`src/include/ssom_regs.vh`:
```
// register offsets, field positions, reset values and timing counts
// of the servo status output mapper; included by the design file and the testbench
`ifndef SSOM_REGS_VH
`define SSOM_REGS_VH

// ***************************************************************
// register byte offsets (word aligned)
// ***************************************************************
`define SSOM_ADDR_ZERO_THR 8'h00
`define SSOM_ADDR_TGT_SPD 8'h04
`define SSOM_ADDR_POS_WIN 8'h08
`define SSOM_ADDR_TRQ_LIM 8'h0C
`define SSOM_ADDR_OVL_LEVEL 8'h10
`define SSOM_ADDR_DONE_DLY 8'h14
`define SSOM_ADDR_CTRL 8'h18
`define SSOM_ADDR_DO_MAP 8'h1C
`define SSOM_ADDR_DO_SENSE 8'h20
`define SSOM_ADDR_STATUS 8'h24

// ***************************************************************
// reset values
// ***************************************************************
`define SSOM_RST_ZERO_THR 16'h000A
`define SSOM_RST_TGT_SPD 16'h0BB8
`define SSOM_RST_POS_WIN 16'h0063
`define SSOM_RST_TRQ_LIM 16'hFFFF
`define SSOM_RST_OVL_LEVEL 16'hFFFF
`define SSOM_RST_DONE_DLY 16'h0000
`define SSOM_RST_CTRL 2'h0
`define SSOM_RST_DO_MAP 20'h87431
`define SSOM_RST_DO_SENSE 5'h00

// ***************************************************************
// control register fields
// ***************************************************************
`define SSOM_CTRL_PRESET_BIT 0
`define SSOM_CTRL_HOME_CLR_BIT 1

// ***************************************************************
// output function codes
// ***************************************************************
`define SSOM_FN_OFF 4'h0
`define SSOM_FN_READY 4'h1
`define SSOM_FN_POWER 4'h2
`define SSOM_FN_LOWSPD 4'h3
`define SSOM_FN_SPDREACH 4'h4
`define SSOM_FN_POSREACH 4'h5
`define SSOM_FN_TRQLIM 4'h6
`define SSOM_FN_FAULT 4'h7
`define SSOM_FN_BRAKE 4'h8
`define SSOM_FN_HOMED 4'h9
`define SSOM_FN_OVLWARN 4'hA
`define SSOM_FN_CAUTION 4'hB
`define SSOM_FN_MOVEDONE 4'hC

// ***************************************************************
// timing: completion delay is counted in milliseconds
// ***************************************************************
`define SSOM_CLK_PERIOD_NS 10
`define SSOM_DELAY_UNIT_MS 1
`define SSOM_MS_CYCLES ((`SSOM_DELAY_UNIT_MS * 1000000) / `SSOM_CLK_PERIOD_NS)

`endif

```
`src/logic/ssom_mapper.v`:
```
// servo status output mapper: evaluates drive conditions into output
// function flags and routes them to the physical digital outputs.
// assumes one 100 MHz clock; word inputs come from the motor loops on
// that clock, one-bit condition inputs are pins and are synchronised.
//
// Function
// - any function code and mode may be mapped onto any fixed output pin
// - ready flag only when drive ready to run and no fault or caution
// - power on flag follows control power, ignores faults, does not mean ready
// - low speed flag while speed at or below zero speed threshold
// - speed reached flag while speed at or above target speed setting
// - pulse train mode: position reached when error at most the window
// - preset mode: position reached within minus to plus window, default 99
// - torque limit flag when torque hits register limit or analog limit
// - fault flag whenever any fault condition is detected
// - listed limit, stop, link and undervoltage faults raise caution first
// - caution flag on limits, emergency stop, link error or undervoltage
// - brake release flag asserts to actuate the motor brake
// - homing done after home sensor seen and homing conditions satisfied
// - overload warning when load reaches the overload level setting
// - preset mode: move done after command completes and delay elapses
// - active level of each output set on or off by configuration
`timescale 1ns/1ns
`include "ssom_regs.vh"

module ssom_mapper #(
   parameter NUM_DO = 5,
   parameter MS_CYCLES = `SSOM_MS_CYCLES
) (
   input wire clock,
   input wire rst_b,
   // avalon-mm slave
   input wire [7:0] avs_address,
   input wire avs_read,
   input wire avs_write,
   input wire [31:0] avs_writedata,
   input wire [3:0] avs_byteenable,
   output reg [31:0] avs_readdata,
   output reg avs_waitrequest,
   // word conditions from the motor loops (same clock)
   input wire [15:0] motor_speed_abs,
   input wire [15:0] pos_error_abs,
   input wire [31:0] pos_deviation,
   input wire [15:0] motor_torque_abs,
   input wire [15:0] motor_load_level,
   // one-bit conditions (pins)
   input wire control_power,
   input wire drive_ok,
   input wire other_fault,
   input wire limit_rev,
   input wire limit_fwd,
   input wire estop,
   input wire comm_error,
   input wire undervoltage,
   input wire ext_torque_limit,
   input wire brake_cmd,
   input wire home_sensor,
   input wire homing_cond_ok,
   input wire cmd_complete,
   // physical outputs and flags
   output reg [NUM_DO-1:0] do_out,
   output reg [12:1] fn_flags
);

   // ***************************************************************
   // pin synchronisers
   // ***************************************************************
   localparam NSYNC = 13;
   wire [NSYNC-1:0] pin_raw;
   reg [NSYNC-1:0] sync1_reg;
   reg [NSYNC-1:0] sync2_reg;

   assign pin_raw = {cmd_complete, homing_cond_ok, home_sensor, brake_cmd,
      ext_torque_limit, undervoltage, comm_error, estop, limit_fwd,
      limit_rev, other_fault, drive_ok, control_power};

   always @(posedge clock or negedge rst_b) begin
      if (!rst_b) begin
         sync1_reg <= {NSYNC{1'b0}};
         sync2_reg <= {NSYNC{1'b0}};
      end else begin
         sync1_reg <= pin_raw;
         sync2_reg <= sync1_reg;
      end
   end

   wire s_power = sync2_reg[0];
   wire s_drive_ok = sync2_reg[1];
   wire s_other_fault = sync2_reg[2];
   wire [4:0] s_caution_src = sync2_reg[7:3];
   wire s_ext_trq = sync2_reg[8];
   wire s_brake = sync2_reg[9];
   wire s_home = sync2_reg[10];
   wire s_home_ok = sync2_reg[11];
   wire s_cmd_done = sync2_reg[12];

   // ***************************************************************
   // registers
   // ***************************************************************
   reg [15:0] zero_thr_reg;
   reg [15:0] tgt_spd_reg;
   reg [15:0] pos_win_reg;
   reg [15:0] trq_lim_reg;
   reg [15:0] ovl_level_reg;
   reg [15:0] done_dly_reg;
   reg preset_mode_reg;
   reg [4*NUM_DO-1:0] do_map_reg;
   reg [NUM_DO-1:0] do_sense_reg;
   reg home_clr_pulse;

   wire wr_go = avs_write & ~avs_waitrequest;
   wire [31:0] wmask = {{8{avs_byteenable[3]}}, {8{avs_byteenable[2]}},
      {8{avs_byteenable[1]}}, {8{avs_byteenable[0]}}};
   // lane masks cut to the width of each register
   wire [15:0] wm16 = wmask[15:0];
   wire [15:0] wd16 = avs_writedata[15:0];
   wire [4*NUM_DO-1:0] wm_map = wmask[4*NUM_DO-1:0];
   wire [NUM_DO-1:0] wm_sense = wmask[NUM_DO-1:0];

   // waitrequest drops for one cycle, one edge after the request appears
   always @(posedge clock or negedge rst_b) begin
      if (!rst_b) begin
         avs_waitrequest <= 1'b1;
      end else if ((avs_read | avs_write) & avs_waitrequest) begin
         avs_waitrequest <= 1'b0;
      end else begin
         avs_waitrequest <= 1'b1;
      end
   end

   always @(posedge clock or negedge rst_b) begin
      if (!rst_b) begin
         zero_thr_reg <= `SSOM_RST_ZERO_THR;
         tgt_spd_reg <= `SSOM_RST_TGT_SPD;
         pos_win_reg <= `SSOM_RST_POS_WIN;
         trq_lim_reg <= `SSOM_RST_TRQ_LIM;
         ovl_level_reg <= `SSOM_RST_OVL_LEVEL;
         done_dly_reg <= `SSOM_RST_DONE_DLY;
         preset_mode_reg <= 1'b0;
         do_map_reg <= `SSOM_RST_DO_MAP;
         do_sense_reg <= `SSOM_RST_DO_SENSE;
         home_clr_pulse <= 1'b0;
      end else begin
         home_clr_pulse <= 1'b0;
         if (wr_go) begin
            case (avs_address)
               `SSOM_ADDR_ZERO_THR: zero_thr_reg <=
                  (zero_thr_reg & ~wm16) | (wd16 & wm16);
               `SSOM_ADDR_TGT_SPD: tgt_spd_reg <=
                  (tgt_spd_reg & ~wm16) | (wd16 & wm16);
               `SSOM_ADDR_POS_WIN: pos_win_reg <=
                  (pos_win_reg & ~wm16) | (wd16 & wm16);
               `SSOM_ADDR_TRQ_LIM: trq_lim_reg <=
                  (trq_lim_reg & ~wm16) | (wd16 & wm16);
               `SSOM_ADDR_OVL_LEVEL: ovl_level_reg <=
                  (ovl_level_reg & ~wm16) | (wd16 & wm16);
               `SSOM_ADDR_DONE_DLY: done_dly_reg <=
                  (done_dly_reg & ~wm16) | (wd16 & wm16);
               `SSOM_ADDR_CTRL: begin
                  if (avs_byteenable[0]) begin
                     preset_mode_reg <=
                        avs_writedata[`SSOM_CTRL_PRESET_BIT];
                     home_clr_pulse <=
                        avs_writedata[`SSOM_CTRL_HOME_CLR_BIT];
                  end
               end
               `SSOM_ADDR_DO_MAP: do_map_reg <=
                  (do_map_reg & ~wm_map) |
                  (avs_writedata[4*NUM_DO-1:0] & wm_map);
               `SSOM_ADDR_DO_SENSE: do_sense_reg <=
                  (do_sense_reg & ~wm_sense) |
                  (avs_writedata[NUM_DO-1:0] & wm_sense);
               default: ;
            endcase
         end
      end
   end

   // read data is loaded on the same edge that lowers waitrequest
   reg [31:0] rd_next;
   always @* begin
      rd_next = 32'h00000000;
      case (avs_address)
         `SSOM_ADDR_ZERO_THR: rd_next = {16'h0000, zero_thr_reg};
         `SSOM_ADDR_TGT_SPD: rd_next = {16'h0000, tgt_spd_reg};
         `SSOM_ADDR_POS_WIN: rd_next = {16'h0000, pos_win_reg};
         `SSOM_ADDR_TRQ_LIM: rd_next = {16'h0000, trq_lim_reg};
         `SSOM_ADDR_OVL_LEVEL: rd_next = {16'h0000, ovl_level_reg};
         `SSOM_ADDR_DONE_DLY: rd_next = {16'h0000, done_dly_reg};
         `SSOM_ADDR_CTRL: rd_next = {31'h00000000, preset_mode_reg};
         `SSOM_ADDR_DO_MAP:
            rd_next = {{(32-4*NUM_DO){1'b0}}, do_map_reg};
         `SSOM_ADDR_DO_SENSE:
            rd_next = {{(32-NUM_DO){1'b0}}, do_sense_reg};
         `SSOM_ADDR_STATUS: rd_next = {19'h00000, fn_flags, 1'b0};
         default: rd_next = 32'h00000000;
      endcase
   end

   always @(posedge clock or negedge rst_b) begin
      if (!rst_b) begin
         avs_readdata <= 32'h00000000;
      end else if (avs_read & avs_waitrequest) begin
         avs_readdata <= rd_next;
      end
   end

   // ***************************************************************
   // position window checks
   // ***************************************************************
   wire signed [31:0] dev_s = pos_deviation;
   wire signed [31:0] win_pos = {16'h0000, pos_win_reg};
   wire signed [31:0] win_neg = -win_pos;
   wire in_band = (dev_s >= win_neg) && (dev_s <= win_pos);
   wire err_ok = pos_error_abs <= pos_win_reg;

   // ***************************************************************
   // homing and move completion
   // ***************************************************************
   reg homed_reg;
   always @(posedge clock or negedge rst_b) begin
      if (!rst_b) begin
         homed_reg <= 1'b0;
      end else if (s_home & s_home_ok) begin
         homed_reg <= 1'b1;
      end else if (home_clr_pulse) begin
         homed_reg <= 1'b0;
      end
   end

   reg [31:0] tick_cnt_reg;
   reg [15:0] ms_cnt_reg;
   reg move_done_reg;
   wire tick = (tick_cnt_reg == MS_CYCLES - 1);
   always @(posedge clock or negedge rst_b) begin
      if (!rst_b) begin
         tick_cnt_reg <= 32'h00000000;
         ms_cnt_reg <= 16'h0000;
         move_done_reg <= 1'b0;
      end else if (!(preset_mode_reg & s_cmd_done)) begin
         tick_cnt_reg <= 32'h00000000;
         ms_cnt_reg <= 16'h0000;
         move_done_reg <= 1'b0;
      end else if (ms_cnt_reg >= done_dly_reg) begin
         move_done_reg <= 1'b1;
      end else if (tick) begin
         tick_cnt_reg <= 32'h00000000;
         ms_cnt_reg <= ms_cnt_reg + 16'h0001;
      end else begin
         tick_cnt_reg <= tick_cnt_reg + 32'h00000001;
      end
   end

   // ***************************************************************
   // function flags
   // ***************************************************************
   wire caution_now = |s_caution_src;
   reg [12:1] fn_next;
   always @* begin
      fn_next = 12'h000;
      fn_next[`SSOM_FN_CAUTION] = caution_now;
      // caution-class faults reach the fault flag one cycle after caution
      fn_next[`SSOM_FN_FAULT] = s_other_fault |
         fn_flags[`SSOM_FN_CAUTION];
      // a one-cycle caution still blocks ready while it turns into fault
      fn_next[`SSOM_FN_READY] = s_power & s_drive_ok & ~s_other_fault &
         ~caution_now & ~fn_flags[`SSOM_FN_CAUTION] &
         ~fn_flags[`SSOM_FN_FAULT];
      fn_next[`SSOM_FN_POWER] = s_power;
      fn_next[`SSOM_FN_LOWSPD] = motor_speed_abs <= zero_thr_reg;
      fn_next[`SSOM_FN_SPDREACH] = motor_speed_abs >= tgt_spd_reg;
      fn_next[`SSOM_FN_POSREACH] = preset_mode_reg ? in_band : err_ok;
      fn_next[`SSOM_FN_TRQLIM] = (motor_torque_abs >= trq_lim_reg) |
         s_ext_trq;
      fn_next[`SSOM_FN_BRAKE] = s_brake;
      fn_next[`SSOM_FN_HOMED] = homed_reg;
      fn_next[`SSOM_FN_OVLWARN] = motor_load_level >= ovl_level_reg;
      fn_next[`SSOM_FN_MOVEDONE] = move_done_reg;
   end

   always @(posedge clock or negedge rst_b) begin
      if (!rst_b) begin
         fn_flags <= 12'h000;
      end else begin
         fn_flags <= fn_next;
      end
   end

   // ***************************************************************
   // output routing
   // ***************************************************************
   wire [13:0] fn_vec = {1'b0, fn_flags, 1'b0};
   genvar gi;
   generate
      for (gi = 0; gi < NUM_DO; gi = gi + 1) begin : g_do
         wire [3:0] code = do_map_reg[4*gi+3:4*gi];
         wire act = (code > `SSOM_FN_MOVEDONE) ? 1'b0 : fn_vec[code];
         always @(posedge clock or negedge rst_b) begin
            if (!rst_b) begin
               do_out[gi] <= 1'b0;
            end else begin
               do_out[gi] <= act ^ do_sense_reg[gi];
            end
         end
      end
   endgenerate

endmodule // ssom_mapper

```
`config.mk`:
```
export PLATFORM = sky130hd
export DESIGN_NAME = ssom_mapper
export DESIGN_NICKNAME = d
export VERILOG_FILES = /design/src/logic/ssom_mapper.v
export VERILOG_INCLUDE_DIRS = /design/src /design/src/include
export SDC_FILE = /design/constraint.sdc
export NUM_CORES = 1
export LEC_CHECK = 0
export BUFFER_PORTS_ARGS = -buffer_cell sky130_fd_sc_hd__buf_2
export CORE_ASPECT_RATIO = 1.25
export CORE_UTILIZATION = 55
export CTS_CLUSTER_SIZE = 25
export DETAILED_ROUTE_END_ITERATION = 7
export HOLD_SLACK_MARGIN = 0.03
export MAX_ROUTING_LAYER = met4
export PLACE_DENSITY = 0.77
export REMOVE_ABC_BUFFERS = 1
export SLEW_MARGIN = 20
export SYNTH_ARGS = -nofsm -noshare
export SYNTH_HDL_FRONTEND = slang
export SYNTH_SLANG_ARGS = --single-unit
```
`constraint.sdc`:
```
create_clock -name clock -period 4.2 [get_ports clock]
set_input_delay 1.05 -clock clock [delete_from_list [all_inputs] [get_ports clock]]
set_output_delay 1.05 -clock clock [all_outputs]
set_load 0.005 [all_outputs]
```
==> flow_summary.json, run 1 <==
{
  "power_w": 0.005238,
  "setup_viol": 0,
  "cts-root-buf": "clkbuf_16",
  "layout.nets": 1912,
  "antenna_found_initial": 3,
  "synth_ff_type": "dfrtp_1",
  "finalClockSkew_ns": 0.01799,
  "irDropWorstVdd_v": 0.0003715,
  "r2r-end": "fn_flags[5]$_DFF_PN0_",
  "min_from": "sync1_reg[7]$_DFF_PN0_",
  "design.core.area_um2": 25460,
  "dieArea_um2": 26840,
  "fmax_mhz": 270.7,
  "wl_mm": 42.03,
  "leakage_nw": 7.654,
  "synth_edf_count": 0,
  "gr-usage-all-layers": 0.3291,
  "worst_pin_slew_ns": 0.9759,
  "async_reset_ff_frac": 1.000,
  "min_period_ns": 3.694,
  "r2r_cells": 13,
  "n_fill_cell": 2014,
  "worst_setup_path_start_kind": "flop",
  "ant_nets": 0,
  "post_drt_wl_per_cell_um": 21.38,
  "final_common_cell": "dfrtp_1",
  "num_io_pins": 207,
  "pwr_density_cell_nw_per_um2": 316.2,
  "drt_iter0_markers": 907,
  "cp-end-kind": "flop",
  "ys_ff_latch": 237,
  "netlist-cell-type-count": 64,
  "clkTransAtPathRegs_ns": 0.07,
  "maxSlewHeadroom": 0.3478,
  "arrival_ns": 4.12,
  "maxSlewViolCount": 0,
  "drtPass1Iterations": 6,
  "final_core_util": 0.6507,
  "grt_pass1_vias": 12440,
  "drc": 0,
  "cts_resized": 0,
  "layout_common_cells": "183 x dfrtp_1, 180 x buf_2, 147 x ha_1",
  "cts-buffers-inserted": 25,
  "dp_hpwl_mm": 31.71,
  "whs_path_depth": 0,
  "yosysWarningCount": 0,
  "outcome": "finished, final reports clean",
  "hold_violations": 0,
  "synth_area_um2": 14400,
  "post_cts_buffers": 0,
  "worstPathRequired_ns": 4.63,
  "area_growth_pct": 15.01,
  "routed_via_density": 6.220,
  "ctsHoldBuffers": 0,
  "dieWidth_um": 146.7,
  "die_h_um": 182.9,
  "htreeDepth": 1,
  "finalCritPeriodShare": 0.8795,
  "clock_latency_ns": 0.55,
  "clock_path_buffers": 3,
  "critPathKind": "flop to flop",
  "cts_sinks": 237,
  "post_route_cells_drive_above_1_share": 0.2606,
  "rsz0062_at_grt": "false",
  "ys_seq_area_frac": 0.4165,
  "fp-row-count": 65,
  "worst-r2r-setup-slack_ns": 0.51,
  "grt_pass1_wl_mm": 66.65,
  "port_buffers": 181,
  "hold_path_class": "flop to flop",
  "route.vias.total": 12230,
  "grt_max_degree": 118,
  "syn_avg_cell_area_um2": 10.13,
  "drv_cap": 0,
  "hold_end": "sync2_reg[7]$_DFF_PN0_",
  "fin_setup_tns_ns": 0,
  "crit_path_max_fanout": 9,
  "whs_ns": 0.3478,
  "grt_overflow": 0,
  "syn-instance-count": 1421,
  "gp_congestion": 0.9693,
  "cts_tree": "yes",
  "initial_core_util": 0.5657
}
## logic make-up (layout without fill, tap and decap cells)
family / after synthesis / after routing / synth area share
adders and majority gates: 147 / 147 / 0.1277
xor gates and xnor gates: 35 / 35 / 0.02129
AOI/OAI and AO/OA: 323 / 323 / 0.1476
and+or+nand+nor: 403 / 403 / 0.1414
buffers and inverters: 165 / 360 / 0.04752
muxes: 110 / 110 / 0.09774
other: 1 / 16 / 0.0002604
DFF: 237 / 237 / 0.4165
## worst max-delay path: stages, from the launching register on
cell and delay [ns]:
dfrtp_1 0.41, inv_1 0.21, nand4_1 0.16, nor2_1 0.22, nand3_1 0.38, nor4_1 0.36
xnor2_1 0.11, ha_1 0.32, nand4_1 0.16, nor4_1 0.47, a221oi_1 0.14, o21ai_0 0.12
a21oi_1 0.12, o41ai_1 0.38
## stage by stage
stage	setup slack (ns)	instances	area [um^2]
global placement	0.6210	1916	15700
floorplan	1.171	1378	14170
finish	0.5061	1966	16560
CTS	0.5338	1962	16550
global route	0.1565	1965	16560
detailed placement	0.5831	1916	15700
## worst max-delay path by stage
stage,cells after the start,end
6_report,13,fn_flags[5]$_DFF_PN0_
4_1_cts,13,fn_flags[5]$_DFF_PN0_
5_1_grt,13,fn_flags[5]$_DFF_PN0_
3_5_place_dp,13,fn_flags[5]$_DFF_PN0_
3_3_place_gp,13,fn_flags[5]$_DFF_PN0_
2_1_floorplan,4,flop
## area by class of cell
cell class	instances	area (um^2)	area share
repair buffers	203	1106	0.06678
inverters	111	416.7	0.02515
diodes	4	10.01	0.0006043
well taps	335	419.2	0.02531
clock buffers	30	664.4	0.04011
flip-flops and latches	237	5998	0.3621
multi-input cells	1030	7760	0.4685
clock inverters	16	188.9	0.01141
## per-layer routing
| layer | part of all wire | global-route usage | wire length (um) | up-vias |
|---|---|---|---|---|
| met3 | 0.074 | 0.04801 | 3105 | 166 |
| met2 | 0.49 | 0.5547 | 20660 | 572 |
| met4 | 0.061 | 0.1883 | 2574 | 0 |
| met5 | 0 | - | 0 | - |
| met1 | 0.37 | 0.3746 | 15700 | 5879 |
| li1 | - | - | - | 5611 |
## cells in the mapped netlist (12+ instances only)
| master | count | share of area |
|---|---|---|
| a31oi_1 | 13 | 0.0056 |
| a22oi_1 | 38 | 0.020 |
| buf_4 | 12 | 0.0063 |
| ha_1 | 147 | 0.13 |
| nand4_1 | 35 | 0.015 |
| a222oi_1 | 14 | 0.0097 |
| nor3_1 | 33 | 0.011 |
| mux4_2 | 15 | 0.023 |
| nand2_1 | 128 | 0.033 |
| a21oi_1 | 63 | 0.022 |
| dfstp_2 | 54 | 0.099 |
| xnor2_1 | 26 | 0.016 |
| nor4_1 | 19 | 0.0083 |
| a21o_1 | 30 | 0.016 |
| o31ai_1 | 14 | 0.0073 |
| o21ai_0 | 91 | 0.032 |
| mux2_2 | 95 | 0.074 |
| nand3_1 | 38 | 0.013 |
| nor2_1 | 70 | 0.018 |
| inv_1 | 111 | 0.029 |
| or4_1 | 12 | 0.0063 |
| dfrtp_1 | 183 | 0.32 |
| clkbuf_1 | 39 | 0.010 |
## report_power, final
| part | leakage (nW) | total (W) | switching [W] | internal (W) |
|---|---|---|---|---|
| sequential | 2.91 | 0.00237 | 0.0000420 | 0.00233 |
| clock | 0.415 | 0.00231 | 0.000977 | 0.00133 |
| combinational | 4.33 | 0.000556 | 0.000326 | 0.000230 |
| total | 7.65 | 0.00524 | 0.00135 | 0.00389 |
Power figures use the tool's default switching activity.
==> run 2: changes to the inputs <==
- CORE_MARGIN: default -> 3
- HOLD_SLACK_MARGIN: 0.03 -> 0.06
==> run 2 against run 1 <==
Compared with the run above:
- first-iteration DRC count grew 36%
- wire length shrank 1.5%
- critical path type unchanged
- final area is essentially flat
- combinational power is essentially flat
- utilization shrank 0.26 points
- register-to-register slack gained 0.14 ns
- maximum frequency grew 3.8%
==> flow_summary.json, run 2 (synthesis results as in run 1) <==
{
  "outcome": "finished, final reports clean",
  "cts-buffers-inserted": 24,
  "dieWidth_um": 150.7,
  "wl_mm": 41.39,
  "port_buffers": 181,
  "grt_pass1_wl_mm": 64.51,
  "layout.nets": 1911,
  "cts_tree": "yes",
  "maxSlewHeadroom": 0.3224,
  "regArea_um2": 5998,
  "top_layer_used": "met4",
  "grt_overflow": 0,
  "antenna_found_initial": 4,
  "drtPass1Iterations": 7,
  "min_from": "sync1_reg[11]$_DFF_PN0_",
  "min_period_ns": 3.559,
  "setup_viol": 0,
  "irDropWorstVdd_v": 0.0002896,
  "intPower_w": 0.003918,
  "num_io_pins": 207,
  "p_sw_w": 0.001301,
  "clock_path_buffers": 3,
  "post_drt_wl_per_cell_um": 21.07,
  "dp_hpwl_mm": 31.17,
  "gr-usage-all-layers": 0.2954,
  "design.core.area_um2": 25540,
  "ctsHoldBuffers": 0,
  "clock_latency_ns": 0.53,
  "r2r_cells": 13,
  "clkTransAtPathRegs_ns": 0.07,
  "hold_end": "sync2_reg[11]$_DFF_PN0_",
  "gp_congestion": 0.9757,
  "leakage_nw": 7.641,
  "place_area_um2": 15690,
  "power.share.clock": 0.439,
  "r2r-end": "fn_flags[5]$_DFF_PN0_",
  "p_sw_frac": 0.2493,
  "finalInstanceArea_um2": 16550,
  "hold_violations": 0,
  "drc": 0,
  "post_cts_buffers": 0,
  "worst-r2r-setup-slack_ns": 0.64,
  "cts_resized": 0,
  "critPathKind": "flop to flop",
  "whs_ns": 0.3440,
  "drt_iter0_markers": 1233,
  "cp-end-kind": "flop",
  "whs_path_depth": 0,
  "drv_cap": 0,
  "final_common_cell": "dfrtp_1",
  "ant_nets": 0,
  "grt_max_degree": 106,
  "route.vias.total": 12190,
  "area_growth_pct": 14.93,
  "worst_setup_path_start_kind": "flop",
  "combPwrFrac": 0.107,
  "worst_pin_slew_ns": 1.014,
  "multi_input_area_um2": 7760,
  "fp-row-count": 65,
  "die_h_um": 186.9,
  "htreeDepth": 1,
  "n_fill_cell": 1999,
  "dp_worst_setup_slack_ns": 0.6956,
  "finalWorstSetupSlack_ns": 0.6412,
  "pwr_density_cell_nw_per_um2": 315.3,
  "wl_met3_mm": 3.427,
  "post_route_cells_drive_above_1_share": 0.2609,
  "initial_core_util": 0.5639,
  "grt_pass1_vias": 12200,
  "rsz0062_at_grt": "false",
  "finalCritPeriodShare": 0.8473,
  "crit_path_max_fanout": 9,
  "worstPathRequired_ns": 4.61,
  "power_w": 0.005219,
  "finalClockSkew_ns": 0.02525,
  "hold_path_class": "flop to flop",
  "fmax_mhz": 281.0,
  "met2WireLength_mm": 20.71,
  "cts-root-buf": "clkbuf_16",
  "dieArea_um2": 28170,
  "cts_sinks": 237,
  "fin_setup_tns_ns": 0,
  "wl_met1_mm": 15.24,
  "arrival_ns": 3.97,
  "routed_via_density": 6.208,
  "maxSlewViolCount": 0,
  "layout_common_cells": "183 x dfrtp_1, 180 x buf_2, 147 x ha_1",
  "seq_power_share": 0.455
}
[run 2: critical path: stages (launching register included)]
cell	delay, ns
dfrtp_1	0.41
inv_1	0.20
nand4_1	0.15
nor2_1	0.22
nand3_1	0.38
nor4_1	0.36
xnor2_1	0.11
ha_1	0.32
nand4_1	0.15
nor4_1	0.39
a221oi_1	0.14
o21ai_0	0.12
a21oi_1	0.11
o41ai_1	0.37
[run 2: worst max-delay path by stage]
stage / start / endpoint / slack, ns / depth (start not counted)
3_3_place_gp: flop / fn_flags[5]$_DFF_PN0_ / 0.80 / 13
6_report: flop / fn_flags[5]$_DFF_PN0_ / 0.64 / 13
3_5_place_dp: flop / fn_flags[5]$_DFF_PN0_ / 0.70 / 13
5_1_grt: flop / fn_flags[5]$_DFF_PN0_ / 0.36 / 13
2_1_floorplan: avs_address[3] / flop / 1.17 / 4
4_1_cts: flop / fn_flags[5]$_DFF_PN0_ / 0.65 / 13
[run 2: layout make-up]
| class | instances | share of cell area |
|---|---|---|
| Antenna cell | 4 | 0.0006048 |
| Inverter | 111 | 0.02517 |
| Clock inverter | 16 | 0.01255 |
| Timing Repair Buffer | 203 | 0.06607 |
| Sequential cell | 237 | 0.3624 |
| Tap cell | 335 | 0.02533 |
| Multi-Input combinational cell | 1030 | 0.4689 |
| Clock buffer | 28 | 0.03901 |
[run 2: routing by layer]
metal  vias to the layer above  track usage
met5                         -            -
met1                      5893       0.3464
met3                       125      0.04629
met2                       562       0.5021
met4                         0       0.1232
li1                       5613            -
[run 2: per-stage QoR]
stage	std cells	util
floorplan	1378	-
global placement	1916	0.6143
detailed placement	1916	0.6143
CTS	1960	0.6477
global route	1964	0.6481
finish	1964	0.6481
[run 2: power by group through the flow]
| stage | Clock, W | Combinational [W] | Sequential, W |
|---|---|---|---|
| 2_1_floorplan | 0 | 0.000296 | 0.00239 |
| 5_1_grt | 0.00242 | 0.000626 | 0.00238 |
| 3_5_place_dp | 0 | 0.000549 | 0.00241 |
| 6_report | 0.00229 | 0.000556 | 0.00237 |
| 3_3_place_gp | 0 | 0.000527 | 0.00241 |
| 4_1_cts | 0.00233 | 0.000555 | 0.00237 |
==> run 3: changes to the inputs <==
- clock period: 4.2 -> 3.5 ns (I/O delays scaled with it)
==> run 3 against run 2 <==
Compared with the run above:
- final area up 1.1%
- via count up 1.1%
- utilization up 0.69 points
- global-route usage rose by 0.70 points
- non-clock buffer count grew 14
- combinational power up 22%
- total power up 21%
- cell count rose by 0.92%
==> flow_summary.json, run 3 (synthesis results as in run 1) <==
{
  "outcome": "finished, final reports clean",
  "fin_setup_tns_ns": 0,
  "min_period_ns": 3.203,
  "grt_max_degree": 104,
  "cts_sinks": 237,
  "dieWidth_um": 150.7,
  "clkTransAtPathRegs_ns": 0.06,
  "worst_pin_slew_ns": 1.076,
  "hold_violations": 0,
  "layout_common_cells": "183 x dfrtp_1, 180 x buf_2, 147 x ha_1",
  "drtPass1Iterations": 8,
  "antenna_found_initial": 6,
  "cp-end-kind": "flop",
  "cts-buffers-inserted": 25,
  "area_growth_pct": 16.15,
  "rsz0062_at_grt": "false",
  "htreeDepth": 1,
  "ant_nets": 0,
  "min_from": "sync1_reg[2]$_DFF_PN0_",
  "grt_overflow": 0,
  "route.vias.total": 12330,
  "wl_mm": 42.20,
  "fp-row-count": 65,
  "crit_path_max_fanout": 10,
  "setup_viol": 0,
  "drc": 0,
  "drt_iter0_markers": 1131,
  "num_io_pins": 207,
  "place_area_um2": 15820,
  "cts_tree": "yes",
  "maxSlewViolCount": 0,
  "irDropWorstVdd_v": 0.0003680,
  "ctsHoldBuffers": 0,
  "finalInstanceArea_um2": 16730,
  "n_fill_cell": 2037,
  "initial_core_util": 0.5639,
  "worstPathRequired_ns": 3.92,
  "grt_pass1_vias": 12560,
  "pwr_density_cell_nw_per_um2": 378.4,
  "post_drt_wl_per_cell_um": 21.29,
  "worst_setup_path_start_kind": "flop",
  "finalClockSkew_ns": 0.01600,
  "dieArea_um2": 28170,
  "fmax_mhz": 312.2,
  "port_buffers": 181,
  "whs_ns": 0.3451,
  "critPathKind": "flop to flop",
  "clock_path_buffers": 3,
  "routed_via_density": 6.221,
  "finalCritPeriodShare": 0.9151,
  "gp_congestion": 0.9668,
  "hold_path_class": "flop to flop",
  "post_route_cells_drive_above_1_share": 0.2681,
  "dp_hpwl_mm": 31.87,
  "drv_cap": 0,
  "arrival_ns": 3.62,
  "design.core.area_um2": 25540,
  "die_h_um": 186.9,
  "cts-root-buf": "clkbuf_16",
  "clock_latency_ns": 0.53,
  "layout.nets": 1926,
  "final_common_cell": "dfrtp_1",
  "maxSlewHeadroom": 0.2808,
  "gr-usage-all-layers": 0.3024,
  "power_w": 0.006330,
  "grt_pass1_wl_mm": 65.73,
  "leakage_nw": 7.749
}
## run 3: cell types whose count changed in the layout (fill, tap and decap cells not counted), sizes merged
cell,delta
diode,+2
clkinvlp,-5
clkbuf,+9
bufinv,-1
clkinv,-1
buf,+14
## run 3: layer usage
metal	routed length (um)	track usage	share of wire	up-vias
met5	0	-	0	-
met4	2314	0.1441	0.055	0
met3	3667	0.05284	0.087	153
met2	21010	0.5094	0.50	613
met1	15200	0.3470	0.36	5933
li1	-	-	-	5632
## run 3: final timing paths
path / to / slack (ns) / cells after the start
max: fn_flags[5]$_DFF_PN0_ / 0.30 / 14
max in group asynchronous: asynchronous set/reset pin / 2.24 / 2
min: sync2_reg[2]$_DFF_PN0_ / 0.35 / 0
max reg2reg: fn_flags[5]$_DFF_PN0_ / 0.30 / 14
min in group asynchronous: sync1_reg[6]$_DFF_PN0_ / 0.39 / 1
min reg2reg: sync2_reg[2]$_DFF_PN0_ / 0.35 / 0
## run 3: area by class of cell
cell class / instances / area (um^2) / share of cell area
inverter: 111 / 416.7 / 0.02491
multi-input combinational: 1030 / 7782 / 0.4653
timing repair buffer: 217 / 1224 / 0.07315
tap: 335 / 419.2 / 0.02506
clock buffer: 37 / 740.7 / 0.04428
antenna: 6 / 15.01 / 0.0008976
clock inverter: 9 / 131.4 / 0.007854
sequential: 237 / 5998 / 0.3586
## run 3: repair_timing
item                                    4_1_cts  5_1_grt
gates resized for setup                       0        4
buffers inserted                              0        0
endpoints found under the setup margin        0        2
## run 3: worst max-delay path: stages, from the launching register on
cell	delay, ns
dfrtp_1	0.43
inv_1	0.19
nand4_1	0.13
nor2_1	0.25
nand3_1	0.12
buf_4	0.20
nor2_1	0.12
ha_1	0.15
ha_1	0.16
nand4_1	0.22
nor4_2	0.47
a31oi_1	0.14
nand3_1	0.11
a21oi_1	0.04
o41ai_1	0.35
## run 3: where the power goes
group,internal (W),leakage [nW],switching (W)
Clock,0.00169,0.431,0.00111
Combinational,0.000284,4.41,0.000397
Sequential,0.00280,2.91,0.0000483
Total,0.00477,7.75,0.00156
## run 3: per-stage QoR
| stage | setup slack [ns] | util | std cells |
|---|---|---|---|
| 2_1_floorplan | 0.6456 | - | 1378 |
| 3_3_place_gp | 0.2312 | 0.6194 | 1930 |
| 3_5_place_dp | 0.1072 | 0.6194 | 1930 |
| 4_1_cts | 0.08054 | 0.6536 | 1976 |
| 5_1_grt | 0.007559 | 0.6550 | 1982 |
| 6_report | 0.2971 | 0.6550 | 1982 |
